### src/verilog/irqrt_defs.svh
`ifndef IRQRT_DEFS_SVH
`define IRQRT_DEFS_SVH

// Register byte offsets
`define IRQRT_OFF_RTC_CFG    8'h00
`define IRQRT_OFF_GEN_CFG    8'h04
`define IRQRT_OFF_ROUTE      8'h08
`define IRQRT_OFF_STATE      8'h0C
`define IRQRT_OFF_INT_STAT   8'h10
`define IRQRT_OFF_INT_MASK   8'h14

// Field positions
`define IRQRT_RTC_EN_BIT     0
`define IRQRT_GEN_APIC_BIT   1
`define IRQRT_GEN_GPI_BIT    14
`define IRQRT_RT_SCI_BIT     0
`define IRQRT_RT_SMB_BIT     1
`define IRQRT_RT_PCI_LSB     4
`define IRQRT_RT_EDGE_BIT    8

// Reset values
`define IRQRT_RST_RTC_CFG    1'b0
`define IRQRT_RST_GEN_CFG    16'h0000
`define IRQRT_RST_ROUTE      9'h000
`define IRQRT_RST_INT        4'h0

// Interrupt status bits
`define IRQRT_EV_IRQ9        0
`define IRQRT_EV_RTC_IRQ_PIN        1
`define IRQRT_EV_HOLD        2
`define IRQRT_EV_CONFLICT    3
`define IRQRT_NUM_EV         4

// Post clock-stop hold: 5 PCI clocks, PCI period and core period in ps
`define IRQRT_HOLD_PCI_CLKS  5
`define IRQRT_PCI_PERIOD_PS  30000
`define IRQRT_CLK_PERIOD_PS  5000
`define IRQRT_HOLD_CYCLES \
  ((`IRQRT_HOLD_PCI_CLKS * `IRQRT_PCI_PERIOD_PS + `IRQRT_CLK_PERIOD_PS - 1) \
   / `IRQRT_CLK_PERIOD_PS)

// Strap capture delay after reset release, covers the synchroniser
`define IRQRT_STRAP_WAIT     2'h3

// AXI responses
`define IRQRT_RESP_OKAY      2'h0
`define IRQRT_RESP_DECERR    2'h3

`endif

### src/verilog/irqrt_pkg.sv
package irqrt_pkg;
  // Sideband conditioning around clock-stop
  typedef enum logic [1:0] {
    IRQRT_PASS,
    IRQRT_STOPPED,
    IRQRT_HOLD
  } irqrt_hold_state_t;

  // Order of the four processor sideband requests
  typedef struct packed {
    logic nmi;
    logic smi;
    logic intr;
    logic init;
  } irqrt_side_t;
endpackage

### src/verilog/irqrt_sync.sv
`timescale 1ns/1ps
`default_nettype none

module irqrt_sync #(
  parameter int WIDTH = 1
) (
  input  wire logic             aclk,
  input  wire logic             aresetn,
  input  wire logic [WIDTH-1:0] async_in,
  output logic      [WIDTH-1:0] sync_out
);

  // Two flops per bit; the first is read only by the second
  for (genvar i = 0; i < WIDTH; i++)
  begin : g_bit
    logic meta_reg;
    always_ff @(posedge aclk)
    begin
      if (!aresetn)
      begin
        meta_reg    <= 1'b0;
        sync_out[i] <= 1'b0;
      end
      else
      begin
        meta_reg    <= async_in[i];
        sync_out[i] <= meta_reg;
      end
    end
  end

endmodule // irqrt_sync

`default_nettype wire

### src/verilog/irqrt_top.sv
// Summary of operation
// Strap low: sideband requests pass unlatched always
// Strap high: latch during stop, hold 5 PCI clocks
// Strap high: init/reset active low, else high
// Internal clock interrupt feeds RTC_IRQ_PIN internally
// Config bit 14 makes RTC_IRQ_PIN pin general input; here ignored while the pin is driven for the APIC
// Internal clock with APIC: drive RTC_IRQ_PIN pin out
// Internal source on IRQ9 ignores ISA IRQ9
// Internal IRQ9 sources force level-only mode
// No internal source: ISA IRQ9, programmed mode
// Several internal sources share IRQ9 line
// Shared IRQ9 is OR of routed requests
`include "irqrt_defs.svh"
`timescale 1ns/1ps
`default_nettype none

module irqrt_top #(
  parameter int HOLD_CYCLES = `IRQRT_HOLD_CYCLES,
  parameter int NUM_PCI     = 4
) (
  input  wire logic                 aclk,
  input  wire logic                 aresetn,
  // AXI4-Lite slave
  input  wire logic [7:0]           s_axi_awaddr,
  input  wire logic                 s_axi_awvalid,
  output logic                      s_axi_awready,
  input  wire logic [31:0]          s_axi_wdata,
  input  wire logic [3:0]           s_axi_wstrb,
  input  wire logic                 s_axi_wvalid,
  output logic                      s_axi_wready,
  output logic [1:0]                s_axi_bresp,
  output logic                      s_axi_bvalid,
  input  wire logic                 s_axi_bready,
  input  wire logic [7:0]           s_axi_araddr,
  input  wire logic                 s_axi_arvalid,
  output logic                      s_axi_arready,
  output logic [31:0]               s_axi_rdata,
  output logic [1:0]                s_axi_rresp,
  output logic                      s_axi_rvalid,
  input  wire logic                 s_axi_rready,
  // Pins
  input  wire logic                 cpu_type_strap,
  input  wire logic                 clock_stop_request_n,
  input  wire logic                 isa_irq9,
  input  wire logic                 rtc_irq_pin_i,
  output logic                      rtc_irq_pin_o,
  output logic                      rtc_irq_pin_oe,
  input  wire logic [NUM_PCI-1:0]   pci_interrupt_line_n,
  // Internal sources, same clock
  input  wire logic                 nmi_req,
  input  wire logic                 system_mgmt_interrupt_req,
  input  wire logic                 intr_req,
  input  wire logic                 init_req,
  input  wire logic                 cpu_reset_req,
  input  wire logic                 rtc_irq,
  input  wire logic                 sci_irq,
  input  wire logic                 smbus_irq,
  // Processor side
  output logic                      nmi_out,
  output logic                      system_mgmt_interrupt_n,
  output logic                      intr_out,
  output logic                      cpu_init_out,
  output logic                      cpu_reset_out,
  // Interrupt controller side
  output logic                      rtc_irq_pin_to_pic,
  output logic                      irq9_to_pic,
  output logic                      irq9_level_only,
  output logic                      irq9_shared,
  output logic                      general_input_six,
  output logic                      irq_out
);

  localparam int PINS = 4 + NUM_PCI;

  logic [PINS-1:0]              pin_sync;
  logic                         strap_sync;
  logic                         stop_sync;
  logic                         irq9_pin_sync;
  logic                         rtc_irq_pin_pin_sync;
  logic [NUM_PCI-1:0]           pci_sync_n;

  logic                         strap_reg;
  logic [1:0]                   strap_cnt_reg;
  logic                         rtc_cfg_reg;
  logic [15:0]                  gen_cfg_reg;
  logic [8:0]                   route_reg;
  logic [`IRQRT_NUM_EV-1:0]     int_stat_reg;
  logic [`IRQRT_NUM_EV-1:0]     int_mask_reg;
  logic [`IRQRT_NUM_EV-1:0]     ev_next;

  irqrt_pkg::irqrt_hold_state_t hold_state_reg;
  logic [15:0]                  hold_cnt_reg;
  irqrt_pkg::irqrt_side_t       live_req;
  irqrt_pkg::irqrt_side_t       held_reg;
  irqrt_pkg::irqrt_side_t       side_next;
  logic                         rst_held_reg;
  logic                         rst_next;

  logic                         apic_drive;
  logic                         gpi_mode;
  logic                         irq9_routed;
  logic                         irq9_internal;
  logic [2:0]                   src_on;
  logic                         irq9_next;
  logic                         rtc_irq_pin_next;

  logic [7:0]                   awaddr_reg;
  logic [31:0]                  wdata_reg;
  logic [3:0]                   wstrb_reg;
  logic [31:0]                  wmask;
  logic                         do_write;
  logic [31:0]                  rd_mux;
  logic                         rd_hit;

  // Every pin crosses two flops before use
  irqrt_sync #(.WIDTH(PINS)) u_sync (
    .aclk     (aclk),
    .aresetn  (aresetn),
    .async_in ({pci_interrupt_line_n, rtc_irq_pin_i, isa_irq9,
                clock_stop_request_n, cpu_type_strap}),
    .sync_out (pin_sync)
  );

  assign strap_sync    = pin_sync[0];
  assign stop_sync     = ~pin_sync[1];
  assign irq9_pin_sync = pin_sync[2];
  assign rtc_irq_pin_pin_sync = pin_sync[3];
  assign pci_sync_n    = pin_sync[PINS-1:4];

  // Strap is caught once, after the synchroniser has settled past reset
  always_ff @(posedge aclk)
  begin
    if (!aresetn)
    begin
      strap_reg     <= 1'b0;
      strap_cnt_reg <= 2'h0;
    end
    else if (strap_cnt_reg != `IRQRT_STRAP_WAIT)
    begin
      strap_cnt_reg <= strap_cnt_reg + 2'h1;
      strap_reg     <= strap_sync;
    end
  end

  assign live_req = '{nmi: nmi_req, smi: system_mgmt_interrupt_req,
                      intr: intr_req, init: init_req};

  // Clock-stop hold machine; only runs with the strap high
  always_ff @(posedge aclk)
  begin
    if (!aresetn)
    begin
      hold_state_reg <= irqrt_pkg::IRQRT_PASS;
      hold_cnt_reg   <= 16'h0000;
      held_reg       <= '0;
      rst_held_reg   <= 1'b0;
    end
    else
    begin
      case (hold_state_reg)
        irqrt_pkg::IRQRT_PASS:
        begin
          if (strap_reg && stop_sync)
          begin
            hold_state_reg <= irqrt_pkg::IRQRT_STOPPED;
            held_reg       <= live_req;
            rst_held_reg   <= cpu_reset_req;
          end
        end
        irqrt_pkg::IRQRT_STOPPED:
        begin
          // Requests arriving while stopped are kept, not dropped
          held_reg     <= held_reg | live_req;
          rst_held_reg <= rst_held_reg | cpu_reset_req;
          if (!stop_sync)
          begin
            hold_state_reg <= irqrt_pkg::IRQRT_HOLD;
            hold_cnt_reg   <= 16'(HOLD_CYCLES - 1);
          end
        end
        irqrt_pkg::IRQRT_HOLD:
        begin
          if (stop_sync)
            hold_state_reg <= irqrt_pkg::IRQRT_STOPPED;
          else if (hold_cnt_reg == 16'h0000)
            hold_state_reg <= irqrt_pkg::IRQRT_PASS;
          else
            hold_cnt_reg <= hold_cnt_reg - 16'h0001;
        end
        default:
          hold_state_reg <= irqrt_pkg::IRQRT_PASS;
      endcase
    end
  end

  // Strap low never leaves PASS, so requests flow straight through
  assign side_next = (hold_state_reg == irqrt_pkg::IRQRT_PASS) ? live_req : held_reg;
  assign rst_next  = (hold_state_reg == irqrt_pkg::IRQRT_PASS) ? cpu_reset_req
                                                               : rst_held_reg;

  // Processor outputs; init and reset polarity follow the strap
  always_ff @(posedge aclk)
  begin
    if (!aresetn)
    begin
      nmi_out                 <= 1'b0;
      system_mgmt_interrupt_n <= 1'b1;
      intr_out                <= 1'b0;
      cpu_init_out            <= 1'b0;
      cpu_reset_out           <= 1'b0;
    end
    else
    begin
      nmi_out                 <= side_next.nmi;
      system_mgmt_interrupt_n <= ~side_next.smi;
      intr_out                <= side_next.intr;
      cpu_init_out            <= side_next.init ^ strap_reg;
      cpu_reset_out           <= rst_next ^ strap_reg;
    end
  end

  // RTC_IRQ_PIN pin direction and internal routing
  assign apic_drive = rtc_cfg_reg && gen_cfg_reg[`IRQRT_GEN_APIC_BIT];
  // Output use wins: a pin driven for the APIC can never be read as input
  assign gpi_mode   = gen_cfg_reg[`IRQRT_GEN_GPI_BIT] && !apic_drive;
  assign rtc_irq_pin_next  = rtc_cfg_reg ? rtc_irq : (!gpi_mode && !rtc_irq_pin_pin_sync);

  always_ff @(posedge aclk)
  begin
    if (!aresetn)
    begin
      rtc_irq_pin_to_pic       <= 1'b0;
      rtc_irq_pin_o     <= 1'b1;
      rtc_irq_pin_oe    <= 1'b0;
      general_input_six <= 1'b0;
    end
    else
    begin
      rtc_irq_pin_to_pic       <= rtc_irq_pin_next;
      rtc_irq_pin_o     <= ~rtc_irq;
      rtc_irq_pin_oe    <= apic_drive;
      general_input_six <= gpi_mode & rtc_irq_pin_pin_sync;
    end
  end

  // IRQ9 source selection
  assign src_on[0]     = route_reg[`IRQRT_RT_SCI_BIT];
  assign src_on[1]     = route_reg[`IRQRT_RT_SMB_BIT];
  assign src_on[2]     = |route_reg[`IRQRT_RT_PCI_LSB +: NUM_PCI];
  assign irq9_routed   = |src_on;
  assign irq9_internal = (src_on[0] & sci_irq) | (src_on[1] & smbus_irq)
                       | |(route_reg[`IRQRT_RT_PCI_LSB +: NUM_PCI] & ~pci_sync_n);
  assign irq9_next     = irq9_routed ? irq9_internal : irq9_pin_sync;

  always_ff @(posedge aclk)
  begin
    if (!aresetn)
    begin
      irq9_to_pic     <= 1'b0;
      irq9_level_only <= 1'b1;
      irq9_shared     <= 1'b0;
    end
    else
    begin
      irq9_to_pic     <= irq9_next;
      irq9_level_only <= irq9_routed || !route_reg[`IRQRT_RT_EDGE_BIT];
      irq9_shared     <= (src_on[0] & src_on[1]) | (src_on[0] & src_on[2])
                       | (src_on[1] & src_on[2]);
    end
  end

  // Events: request edges, hold entry, illegal pin setup
  assign ev_next[`IRQRT_EV_IRQ9]     = irq9_next && !irq9_to_pic;
  assign ev_next[`IRQRT_EV_RTC_IRQ_PIN]     = rtc_irq_pin_next && !rtc_irq_pin_to_pic
                                     && strap_cnt_reg == `IRQRT_STRAP_WAIT;
  assign ev_next[`IRQRT_EV_HOLD]     = (hold_state_reg == irqrt_pkg::IRQRT_PASS)
                                     && strap_reg && stop_sync;
  assign ev_next[`IRQRT_EV_CONFLICT] = apic_drive && gen_cfg_reg[`IRQRT_GEN_GPI_BIT];

  // AXI write: address and data taken in any order, then one response
  assign do_write = !s_axi_awready && !s_axi_wready && !s_axi_bvalid;
  assign wmask    = {{8{wstrb_reg[3]}}, {8{wstrb_reg[2]}},
                     {8{wstrb_reg[1]}}, {8{wstrb_reg[0]}}};

  always_ff @(posedge aclk)
  begin
    if (!aresetn)
    begin
      s_axi_awready <= 1'b1;
      s_axi_wready  <= 1'b1;
      s_axi_bvalid  <= 1'b0;
      s_axi_bresp   <= `IRQRT_RESP_OKAY;
      awaddr_reg    <= 8'h00;
      wdata_reg     <= 32'h0000_0000;
      wstrb_reg     <= 4'h0;
    end
    else
    begin
      if (s_axi_awvalid && s_axi_awready)
      begin
        awaddr_reg    <= s_axi_awaddr;
        s_axi_awready <= 1'b0;
      end
      if (s_axi_wvalid && s_axi_wready)
      begin
        wdata_reg    <= s_axi_wdata;
        wstrb_reg    <= s_axi_wstrb;
        s_axi_wready <= 1'b0;
      end
      if (do_write)
      begin
        s_axi_bvalid <= 1'b1;
        case (awaddr_reg)
          `IRQRT_OFF_RTC_CFG, `IRQRT_OFF_GEN_CFG, `IRQRT_OFF_ROUTE,
          `IRQRT_OFF_STATE, `IRQRT_OFF_INT_STAT, `IRQRT_OFF_INT_MASK:
            s_axi_bresp <= `IRQRT_RESP_OKAY;
          default:
            s_axi_bresp <= `IRQRT_RESP_DECERR;
        endcase
      end
      if (s_axi_bvalid && s_axi_bready)
      begin
        s_axi_bvalid  <= 1'b0;
        s_axi_awready <= 1'b1;
        s_axi_wready  <= 1'b1;
      end
    end
  end

  // Configuration registers, byte strobes honoured
  always_ff @(posedge aclk)
  begin
    if (!aresetn)
    begin
      rtc_cfg_reg  <= `IRQRT_RST_RTC_CFG;
      gen_cfg_reg  <= `IRQRT_RST_GEN_CFG;
      route_reg    <= `IRQRT_RST_ROUTE;
      int_mask_reg <= `IRQRT_RST_INT;
    end
    else if (do_write)
    begin
      case (awaddr_reg)
        `IRQRT_OFF_RTC_CFG:
          if (wstrb_reg[0])
            rtc_cfg_reg <= wdata_reg[`IRQRT_RTC_EN_BIT];
        `IRQRT_OFF_GEN_CFG:
          gen_cfg_reg <= (gen_cfg_reg & ~wmask[15:0]) | (wdata_reg[15:0] & wmask[15:0]);
        `IRQRT_OFF_ROUTE:
          route_reg <= (route_reg & ~wmask[8:0]) | (wdata_reg[8:0] & wmask[8:0]);
        `IRQRT_OFF_INT_MASK:
          if (wstrb_reg[0])
            int_mask_reg <= wdata_reg[`IRQRT_NUM_EV-1:0];
        default:
          int_mask_reg <= int_mask_reg;
      endcase
    end
  end

  // Sticky status, write one to clear; a new event beats the clear
  always_ff @(posedge aclk)
  begin
    if (!aresetn)
      int_stat_reg <= `IRQRT_RST_INT;
    else if (do_write && awaddr_reg == `IRQRT_OFF_INT_STAT && wstrb_reg[0])
      int_stat_reg <= (int_stat_reg & ~wdata_reg[`IRQRT_NUM_EV-1:0]) | ev_next;
    else
      int_stat_reg <= int_stat_reg | ev_next;
  end

  // Level interrupt from unmasked status, one cycle behind the status
  always_ff @(posedge aclk)
  begin
    if (!aresetn)
      irq_out <= 1'b0;
    else
      irq_out <= |(int_stat_reg & int_mask_reg);
  end

  // Read data selection
  always_comb
  begin
    rd_mux = 32'h0000_0000;
    rd_hit = 1'b1;
    case (s_axi_araddr)
      `IRQRT_OFF_RTC_CFG:  rd_mux[0] = rtc_cfg_reg;
      `IRQRT_OFF_GEN_CFG:  rd_mux[15:0] = gen_cfg_reg;
      `IRQRT_OFF_ROUTE:    rd_mux[8:0] = route_reg;
      `IRQRT_OFF_STATE:
        rd_mux[7:0] = {irq9_shared, irq9_level_only, irq9_routed, gpi_mode,
                       apic_drive, hold_state_reg != irqrt_pkg::IRQRT_PASS,
                       stop_sync, strap_reg};
      `IRQRT_OFF_INT_STAT: rd_mux[`IRQRT_NUM_EV-1:0] = int_stat_reg;
      `IRQRT_OFF_INT_MASK: rd_mux[`IRQRT_NUM_EV-1:0] = int_mask_reg;
      default:             rd_hit = 1'b0;
    endcase
  end

  // AXI read: one outstanding, data one cycle after the address
  always_ff @(posedge aclk)
  begin
    if (!aresetn)
    begin
      s_axi_arready <= 1'b1;
      s_axi_rvalid  <= 1'b0;
      s_axi_rdata   <= 32'h0000_0000;
      s_axi_rresp   <= `IRQRT_RESP_OKAY;
    end
    else if (s_axi_arvalid && s_axi_arready)
    begin
      s_axi_arready <= 1'b0;
      s_axi_rvalid  <= 1'b1;
      s_axi_rdata   <= rd_mux;
      s_axi_rresp   <= rd_hit ? `IRQRT_RESP_OKAY : `IRQRT_RESP_DECERR;
    end
    else if (s_axi_rvalid && s_axi_rready)
    begin
      s_axi_rvalid  <= 1'b0;
      s_axi_arready <= 1'b1;
    end
  end
endmodule // irqrt_top

`default_nettype wire
### config.mk
export PLATFORM = sky130hd
export DESIGN_NAME = irqrt_top
export DESIGN_NICKNAME = d
export VERILOG_FILES = /design/src/verilog/irqrt_pkg.sv /design/src/verilog/irqrt_sync.sv /design/src/verilog/irqrt_top.sv
export VERILOG_INCLUDE_DIRS = /design/src /design/src/verilog
export SDC_FILE = /design/constraint.sdc
export NUM_CORES = 1
export LEC_CHECK = 0
export BUFFER_PORTS_ARGS = -buffer_cell sky130_fd_sc_hd__buf_2
export CORE_AREA = 2 2 118 120
export CTS_CLUSTER_DIAMETER = 80
export DETAILED_ROUTE_END_ITERATION = 10
export DIE_AREA = 0 0 120 122
export PLACE_DENSITY = 0.68
export SLEW_MARGIN = 20
export SYNTH_ARGS = -nofsm -noshare
export SYNTH_HDL_FRONTEND = slang
export SYNTH_HIERARCHICAL = 1
export SYNTH_SLANG_ARGS = --single-unit
### constraint.sdc
create_clock -name aclk -period 2 [get_ports aclk]
set_input_delay 0.4 -clock aclk [delete_from_list [all_inputs] [get_ports aclk]]
set_output_delay 0.4 -clock aclk [all_outputs]
set_load 0.05 [all_outputs]
==> impl_metrics.toml, run 1 <==
[run_status]
status = "complete, but fails checks"
violations = "setup timing"

[timing]
fin_setup_tns_ns = -0.0272
tightest_slew_ns = 0.658
fin_crit_sh_pct = 101
maxSlewHeadroom_pct = 55.0
min_period_ns = 2.03
fin_skew_ns = 0.00540
final.setup.worst_slack_ns = -0.0272
hold_viol_final = 0
holdWs_ns = 0.174
finalSetupViolations = 1
rsz0062_at_grt = "true"
max_freq_ghz = 0.493
slew_violations = 0

[yosys]
synth_top_area_share_pct = 48.0
post_synth_fa_ha_maj_area_fraction_pct = 0.435
ys_warn_count = 6
synth_edf_count = 0
ys_seq_elements = 138
yosys-top-cells-count = "138 x dfxtp_1, 104 x nand2_1, 54 x a21oi_1"
synthSimpleGateAreaFrac_pct = 23.9
synth_xor_area_share_pct = 0.456
synthArstFlopShare_pct = 0
synth_cell_types = 62
synthMuxAreaShare_pct = 7.76
syn_area_sq_um = 5760
synth.most_common_cell = "dfxtp_1"
synth_top_family_by_area = "simple AND/OR/NAND/NOR gates"
yosysSeqAreaShare_pct = 48.0
synth-compound-area-share_pct = 13.6
syn_inst = 644
ys.flop_type = "dfxtp_1"
yosysTopAreaCell = "dfxtp_1"
synth_area_per_cell_sq_um = 8.94
synthTopCellsByArea = "dfxtp_1 48%, mux2i_1 6.8%, nand2_1 6.8%, a21oi_1 4.7%, nor2_1 2.6%"

[worst_setup_path]
cpPeakStageDelay_ns = 0.45
crit_path_end_kind = "register"
path_max_fanout = 5
crit_type = "register to register"
worst-path-buf-inv = 1
arrival_ns = 2.38
crit_path_start_kind = "register"
crit_family = "simple AND/OR/NAND/NOR gates"
cp_slowest_cell = "or4b_4"
path_cells = "inv_2, ha_4, or4b_4, or4_4, or4_4, a21oi_2"
cp_common_cell = "or4_4"
worstPathRequired_ns = 2.35

[drt]
drcViolationCount = 0
viasPerCell = 5.17
drt-total-wl_um = 14000
wl_met3_um = 775
first_pass_iters = 7
route.vias.total = 4872
drt-initial-drc-count = 243
wl_per_cell_um = 14.8
detail-route-antenna-nets = 0
top_layer = "met4"
m1WireLength_um = 6540
wl_met2_um = 6460

[pwr]
pwr_density_cell_nw_per_um2 = 909
p_leak_nw = 2.92
vdd_ir_drop_max_mv = 0.705
design_power_total_mw = 6.46

[cells_and_area]
final_net_count = 827
post-route-util_pct = 52.6
antennaDiodeCount = 0
final_cells = 943
layout-drive-gt1-share_pct = 26.2
area_delta_synth_final_pct = 23.5
fillerInstances = 1250
final_area_sq_um = 7110

[run]
maxCapViolCount = 0

[die]
row_count = 43
core_sq_um = 13500
die_h_um = 122
die-area_sq_um = 14600
start_util_pct = 42.6
ios = 129
die_w_um = 120

[placement]
port_buffers = 94
dp_hpwl_um = 9970
placed_cell_area_sq_um = 6500
place_ws_ns = -0.0858
place_congestion = 0.817
placed_cells = 910

[global_routing]
gr-total-overflow = 0
grt_max_degree = 70
track_usage_pct = 19.5
grt_pass1_wl_um = 22600
grt_pass1_vias = 4685
antenna_found_initial = 0

[clock_network]
clock-sinks = 138
insertion_delay_ns = 0.42
clk_pin_slew_ns = 0.06
cts_tree = "built"
cts_buffer_depth = 2
cts_root_buffer = "clkbuf_16"
htree_levels = 4
cts_made_buffers = 17

[worst_hold_path]
hold_path_class = "input port to register"
worst reg2reg max path: cells and delay by family, from the launching register on:
family	cells	cell delay, ns
buf+inv	1	0.07
fa+ha+maj	1	0.13
compound gates	1	0.12
simple gates	3	1.33
flops	1	0.32
cells in the final DEF, fill, tap and decap left out, types with 6 or more instances in the layout:
| cell | netlist | layout |
|---|---|---|
| dfxtp_1 | 138 | 134 |
| nand2_1 | 104 | 104 |
| buf_2 | 0 | 94 |
| a21oi_1 | 54 | 53 |
| nor2_1 | 40 | 40 |
| mux2i_1 | 39 | 39 |
| buf_4 | 19 | 27 |
| a22oi_1 | 18 | 18 |
| nand3_1 | 18 | 18 |
| clkbuf_16 | 0 | 17 |
| o21ai_0 | 16 | 16 |
| conb_1 | 1 | 16 |
| nor3_1 | 12 | 12 |
| and2_2 | 12 | 12 |
| inv_1 | 12 | 10 |
| or4_1 | 12 | 9 |
| nor2b_1 | 7 | 7 |
| or3_1 | 7 | 7 |
| nor4_1 | 6 | 6 |
| a31oi_1 | 6 | 6 |
| and2_1 | 6 | 6 |
cells by family (layout without fill, tap and decap cells):
logic type / Yosys count / in the layout
compound gates: 126 / 126
xor+xnor: 3 / 3
fa+ha+maj: 2 / 2
buf+inv: 66 / 170
flops: 138 / 138
mux: 44 / 44
other cells: 1 / 16
simple gates: 264 / 264
final cells by class:
class	count	area (sq um)	area share [%]
repair buffers	125	753	10.6
flip-flops and latches	138	2770	38.9
clock inverters	12	124	1.74
well taps	180	225	3.17
clock buffers	20	447	6.28
multi-input cells	455	2740	38.6
inverters	13	48.8	0.686
metal layers:
metal,vias up,global-route usage [%]
li1,2454,-
met1,2274,26.0
met2,128,30.9
met3,16,4.35
met4,0,7.28
met5,-,0
repair_timing:
action / in CTS / in global routing
gates resized for setup: 4 / 6
pin swaps: 0 / 4
hold buffers: 0 / 0
setup buffers: 0 / 1
endpoints found under the setup margin: 3 / 38
power breakdown:
group / total, mW / leakage, nW / internal, mW / switching, mW
clock: 3.00 / 0.272 / 1.86 / 1.15
sequential: 2.90 / 1.13 / 2.84 / 0.0626
combinational: 0.562 / 1.53 / 0.179 / 0.384
total: 6.46 / 2.92 / 4.87 / 1.59
final timing paths:
check / startpoint / to / slack, ns / cells past startpoint
max: hold_cnt_reg[0] / hold_cnt_reg[14] / -0.03 / 6
min: rtc_irq / rtc_irq_pin_o / 0.17 / 2
max reg2reg: hold_cnt_reg[0] / hold_cnt_reg[14] / -0.03 / 6
min reg2reg: u_sync/g_bit[7].meta_reg / u_sync/sync_out[7] / 0.45 / 1
Power figures use the tool's default switching activity.
==> run 2: changes to the inputs <==
--- a/config.mk
+++ b/config.mk
@@ -12,6 +12,7 @@
 export DETAILED_ROUTE_END_ITERATION = 10
 export DIE_AREA = 0 0 120 122
 export PLACE_DENSITY = 0.68
+export SKIP_CTS_REPAIR_TIMING = 1
 export SLEW_MARGIN = 20
 export SYNTH_ARGS = -nofsm -noshare
 export SYNTH_HDL_FRONTEND = slang
==> impl_metrics.toml, run 2 (synthesis results as in run 1) <==
[drt]
detail-route-antenna-nets = 0
wl_per_cell_um = 14.8
drt-total-wl_um = 13900
route.vias.total = 4871
drt-initial-drc-count = 272
viasPerCell = 5.17
drcViolationCount = 0
first_pass_iters = 5

[clock_network]
clk_pin_slew_ns = 0.06
clock-sinks = 138
cts_root_buffer = "clkbuf_16"
htree_levels = 4
cts_made_buffers = 17
cts_tree = "built"
cts_buffer_depth = 2
insertion_delay_ns = 0.42

[cells_and_area]
final_net_count = 827
layout_commonest_cell = "dfxtp_1"
layout-drive-gt1-share_pct = 26.3
final_cells = 943
area_delta_synth_final_pct = 23.6
antennaDiodeCount = 0
layout_common_cells = "134 x dfxtp_1, 104 x nand2_1, 94 x buf_2"

[pwr]
pwr_density_cell_nw_per_um2 = 908
p_leak_nw = 2.93
vdd_ir_drop_max_mv = 0.703

[global_routing]
antenna_found_initial = 0
grt_pass1_vias = 4674
grt_pass1_wl_um = 22500
gr-total-overflow = 0
track_usage_pct = 19.4
grt_max_degree = 70

[timing]
slew_violations = 0
holdWs_ns = 0.175
max_freq_ghz = 0.493
min_period_ns = 2.03
fin_skew_ns = 0.00530
tightest_slew_ns = 0.631
finalSetupViolations = 1
rsz0062_at_grt = "true"
final.setup.worst_slack_ns = -0.0286
fin_crit_sh_pct = 101
hold_viol_final = 0
maxSlewHeadroom_pct = 56.8

[worst_setup_path]
path_max_fanout = 5
cpPeakStageDelay_ns = 0.45
r2r_cells = 6
worstPathRequired_ns = 2.35
arrival_ns = 2.38
rr_startpoint = "hold_cnt_reg[0]"
cp_common_cell = "or4_4"
rrSetupSlack_ns = -0.03
crit_path_end_kind = "register"
rr_endpoint = "hold_cnt_reg[14]"
crit_type = "register to register"
cp-startpoint = "hold_cnt_reg[0]"
path_cells = "inv_2, ha_4, or4b_4, or4_4, or4_4, a21oi_2"
cp_slowest_cell = "or4b_4"
crit_path_start_kind = "register"

[placement]
place_ws_ns = -0.0858
place_congestion = 0.817
dp_hpwl_um = 9970
placed_cells = 910
port_buffers = 94

[worst_hold_path]
hold-path-endpoint = "rtc_irq_pin_o"
hold_path_class = "input port to register"
hp-start = "rtc_irq"
min_path_cells = 2

[run_status]
violations = "setup timing"
status = "complete, but fails checks"

[die]
die_h_um = 122
ios = 129
row_count = 43
die_w_um = 120
core_sq_um = 13500
start_util_pct = 42.6
die-area_sq_um = 14600

[run]
maxCapViolCount = 0
run 2: cell counts in the layout (fill, tap and decap cells not counted):
Identical to the previous run, type by type.
run 2: where the power goes:
part | switching, mW | internal (mW) | leakage, nW | total (mW)
Combinational | 0.384 | 0.179 | 1.53 | 0.563
Clock | 1.15 | 1.86 | 0.272 | 3.00
Sequential | 0.0620 | 2.84 | 1.13 | 2.90
run 2: worst max path at each step:
| stage | endpoint | slack, ns | depth (start not counted) |
|---|---|---|---|
| floorplan | hold_cnt_reg[14] | -0.05 | 6 |
| global placement | hold_cnt_reg[14] | -0.04 | 6 |
| detailed placement | hold_cnt_reg[14] | -0.09 | 6 |
| CTS | hold_cnt_reg[14] | -0.09 | 6 |
| global route | hold_cnt_reg[14] | -0.11 | 6 |
| finish | hold_cnt_reg[14] | -0.03 | 6 |
run 2: final cells by class:
class	count	area, sq um
timing repair buffer	125	753
clock inverter	12	124
tap	180	225
inverter	13	48.8
multi-input combinational	455	2750
sequential	138	2770
fill	1247	6390
clock buffer	20	447
run 2: metrics by stage:
| step | TNS (ns) | cell area (sq um) | power [mW] | utilization, % |
|---|---|---|---|---|
| CTS | -0.101 | 7070 | 6.50 | 52.4 |
| finish | -0.0286 | 7120 | 6.46 | 52.7 |
| global placement | -0.0389 | 6500 | 3.49 | 48.1 |
| detailed placement | -0.0858 | 6500 | 3.51 | 48.1 |
| floorplan | -0.0545 | 5820 | 3.36 | - |
| global route | -0.299 | 7120 | 6.68 | 52.7 |
run 2: worst max-delay path: cells and delay by family (launching register included):
kind                     cells  cell delay (ns)
AND/OR/NAND/NOR              3             1.33
flip-flops                   1             0.32
adder cells (fa/ha/maj)      1             0.13
AO/OA/AOI/OAI                1             0.12
buffers and inverters        1             0.07
run 2: per-layer routing:
metal / up-vias / global-route usage [%] / share of wire [%]
li1: 2457 / - / -
met1: 2271 / 25.8 / 47
met2: 127 / 30.7 / 46
met3: 16 / 4.35 / 5.4
met4: 0 / 7.28 / 1.3
met5: - / 0 / 0
==> run 3: changes to the inputs <==
--- a/config.mk
+++ b/config.mk
@@ -7,11 +7,11 @@
 export NUM_CORES = 1
 export LEC_CHECK = 0
 export BUFFER_PORTS_ARGS = -buffer_cell sky130_fd_sc_hd__buf_2
-export CORE_AREA = 2 2 118 120
+export CORE_AREA = 2 2 112 114
 export CTS_CLUSTER_DIAMETER = 80
 export DETAILED_ROUTE_END_ITERATION = 10
-export DIE_AREA = 0 0 120 122
-export PLACE_DENSITY = 0.68
+export DIE_AREA = 0 0 114 116
+export PLACE_DENSITY = 0.75
 export SKIP_CTS_REPAIR_TIMING = 1
 export SLEW_MARGIN = 20
 export SYNTH_ARGS = -nofsm -noshare
==> impl_metrics.toml, run 3 (synthesis results as in run 1) <==
[run_status]
status = "complete, but fails checks"
violations = "setup timing"

[drt]
viasPerCell = 5.50
drt-initial-drc-count = 313
detail-route-antenna-nets = 0
route.vias.total = 5017
wl_per_cell_um = 15.3
drt-total-wl_um = 14000
first_pass_iters = 5
drcViolationCount = 0

[die]
core_sq_um = 11900
die_w_um = 114
row_count = 40
start_util_pct = 48.3
ios = 129
die-area_sq_um = 13200
die_h_um = 116

[cells_and_area]
area_delta_synth_final_pct = 23.7
fillerInstances = 1013
layout_common_cells = "135 x dfxtp_1, 104 x nand2_1, 94 x buf_2"
layout-drive-gt1-share_pct = 26.3
layout_commonest_cell = "dfxtp_1"
post-route-util_pct = 59.8
final_net_count = 828

[global_routing]
track_usage_pct = 21.6
gr-total-overflow = 0
grt_pass1_wl_um = 22600
grt_pass1_vias = 4622
antenna_found_initial = 1
grt_max_degree = 70

[clock_network]
cts_made_buffers = 17
cts_root_buffer = "clkbuf_16"
clk_pin_slew_ns = 0.06
cts_buffer_depth = 2
htree_levels = 4
clock-sinks = 138
insertion_delay_ns = 0.41
cts_tree = "built"

[run]
maxCapViolCount = 0

[worst_setup_path]
rrSetupSlack_ns = -0.05
crit_path_end_kind = "register"
r2r_cells = 6
crit_type = "register to register"
crit_path_start_kind = "register"
arrival_ns = 2.40
rr_endpoint = "hold_cnt_reg[14]"
cp_slowest_cell = "or4b_4"
path_cells = "inv_2, ha_4, or4b_4, or4_4, or4_4, a21oi_2"
path_max_fanout = 5
rr_startpoint = "hold_cnt_reg[0]"
cpPeakStageDelay_ns = 0.46
cp_common_cell = "or4_4"
worstPathRequired_ns = 2.35

[timing]
tightest_slew_ns = 0.671
maxSlewHeadroom_pct = 54.1
fin_setup_tns_ns = -0.0526
fin_skew_ns = 0.00850
slew_violations = 0
finalSetupViolations = 1
hold_viol_final = 0
max_freq_ghz = 0.487
final.setup.worst_slack_ns = -0.0526
rsz0062_at_grt = "true"
fin_crit_sh_pct = 103
min_period_ns = 2.05

[worst_hold_path]
hp-start = "rtc_irq"
min_path_cells = 2
hold_path_class = "input port to register"
hold-path-endpoint = "rtc_irq_pin_o"

[pwr]
design_power_total_mw = 6.58
vdd_ir_drop_max_mv = 0.580
pwr_density_cell_nw_per_um2 = 924
p_leak_nw = 2.94

[placement]
dp_hpwl_um = 9870
place_congestion = 0.830
port_buffers = 94
-- run 3: cell count changes in the layout (fill, tap and decap cells not counted), sizes merged --
cell    delta
buf        +1
clkbuf     -2
clkinv     -2
diode      +1
inv        +4
-- run 3: worst max path at each step --
stage	startpoint	endpoint	slack, ns	cells past startpoint
2_1_floorplan	hold_cnt_reg[0]	hold_cnt_reg[14]	-0.05	6
3_3_place_gp	hold_cnt_reg[1]	hold_cnt_reg[14]	-0.04	6
3_5_place_dp	hold_cnt_reg[1]	hold_cnt_reg[14]	-0.09	6
4_1_cts	hold_cnt_reg[1]	hold_cnt_reg[14]	-0.09	6
5_1_grt	hold_cnt_reg[0]	hold_cnt_reg[14]	-0.1	6
6_report	hold_cnt_reg[0]	hold_cnt_reg[14]	-0.05	6
-- run 3: cell type report --
cell class / instances / area (sq um) / area share (%)
Sequential cell: 138 / 2770 / 38.9
Clock inverter: 14 / 163 / 2.28
Multi-Input combinational cell: 455 / 2760 / 38.7
Antenna cell: 1 / 2.50 / 0.0351
Clock buffer: 18 / 439 / 6.17
Timing Repair Buffer: 126 / 761 / 10.7
Tap cell: 147 / 184 / 2.58
Inverter: 13 / 48.8 / 0.685
-- run 3: power by group --
part | leakage (nW) | switching [mW] | internal [mW]
registers | 1.12 | 0.0634 | 2.84
logic | 1.53 | 0.379 | 0.179
clock network | 0.282 | 1.23 | 1.90
total | 2.94 | 1.67 | 4.91
-- run 3: per-layer routing --
layer | GRT usage (%) | wire length [um] | vias to the layer above
li1 | - | - | 2469
met1 | 28.5 | 6410 | 2343
met2 | 33.9 | 6430 | 182
met3 | 5.96 | 902 | 23
met4 | 8.13 | 250 | 0
met5 | 0 | 0 | -
-- run 3: stage by stage --
step / cell area (sq um) / setup WS (ns) / cells / hold WS (ns)
after floorplan: 5820 / -0.0545 / 659 / 0.381
after global placement: 6460 / -0.0397 / 877 / 0.427
after detailed placement: 6460 / -0.0884 / 877 / 0.430
final: 7120 / -0.0526 / 912 / 0.186
after global routing: 7120 / -0.0968 / 912 / 0.184
after CTS: 7060 / -0.0872 / 909 / 0.170
-- run 3: critical path, delay by kind of cell, from the launching register on --
kind	cells	cell delay (ns)
simple gates	3	1.34
fa+ha+maj	1	0.14
compound gates	1	0.13
buf+inv	1	0.07
flops	1	0.32
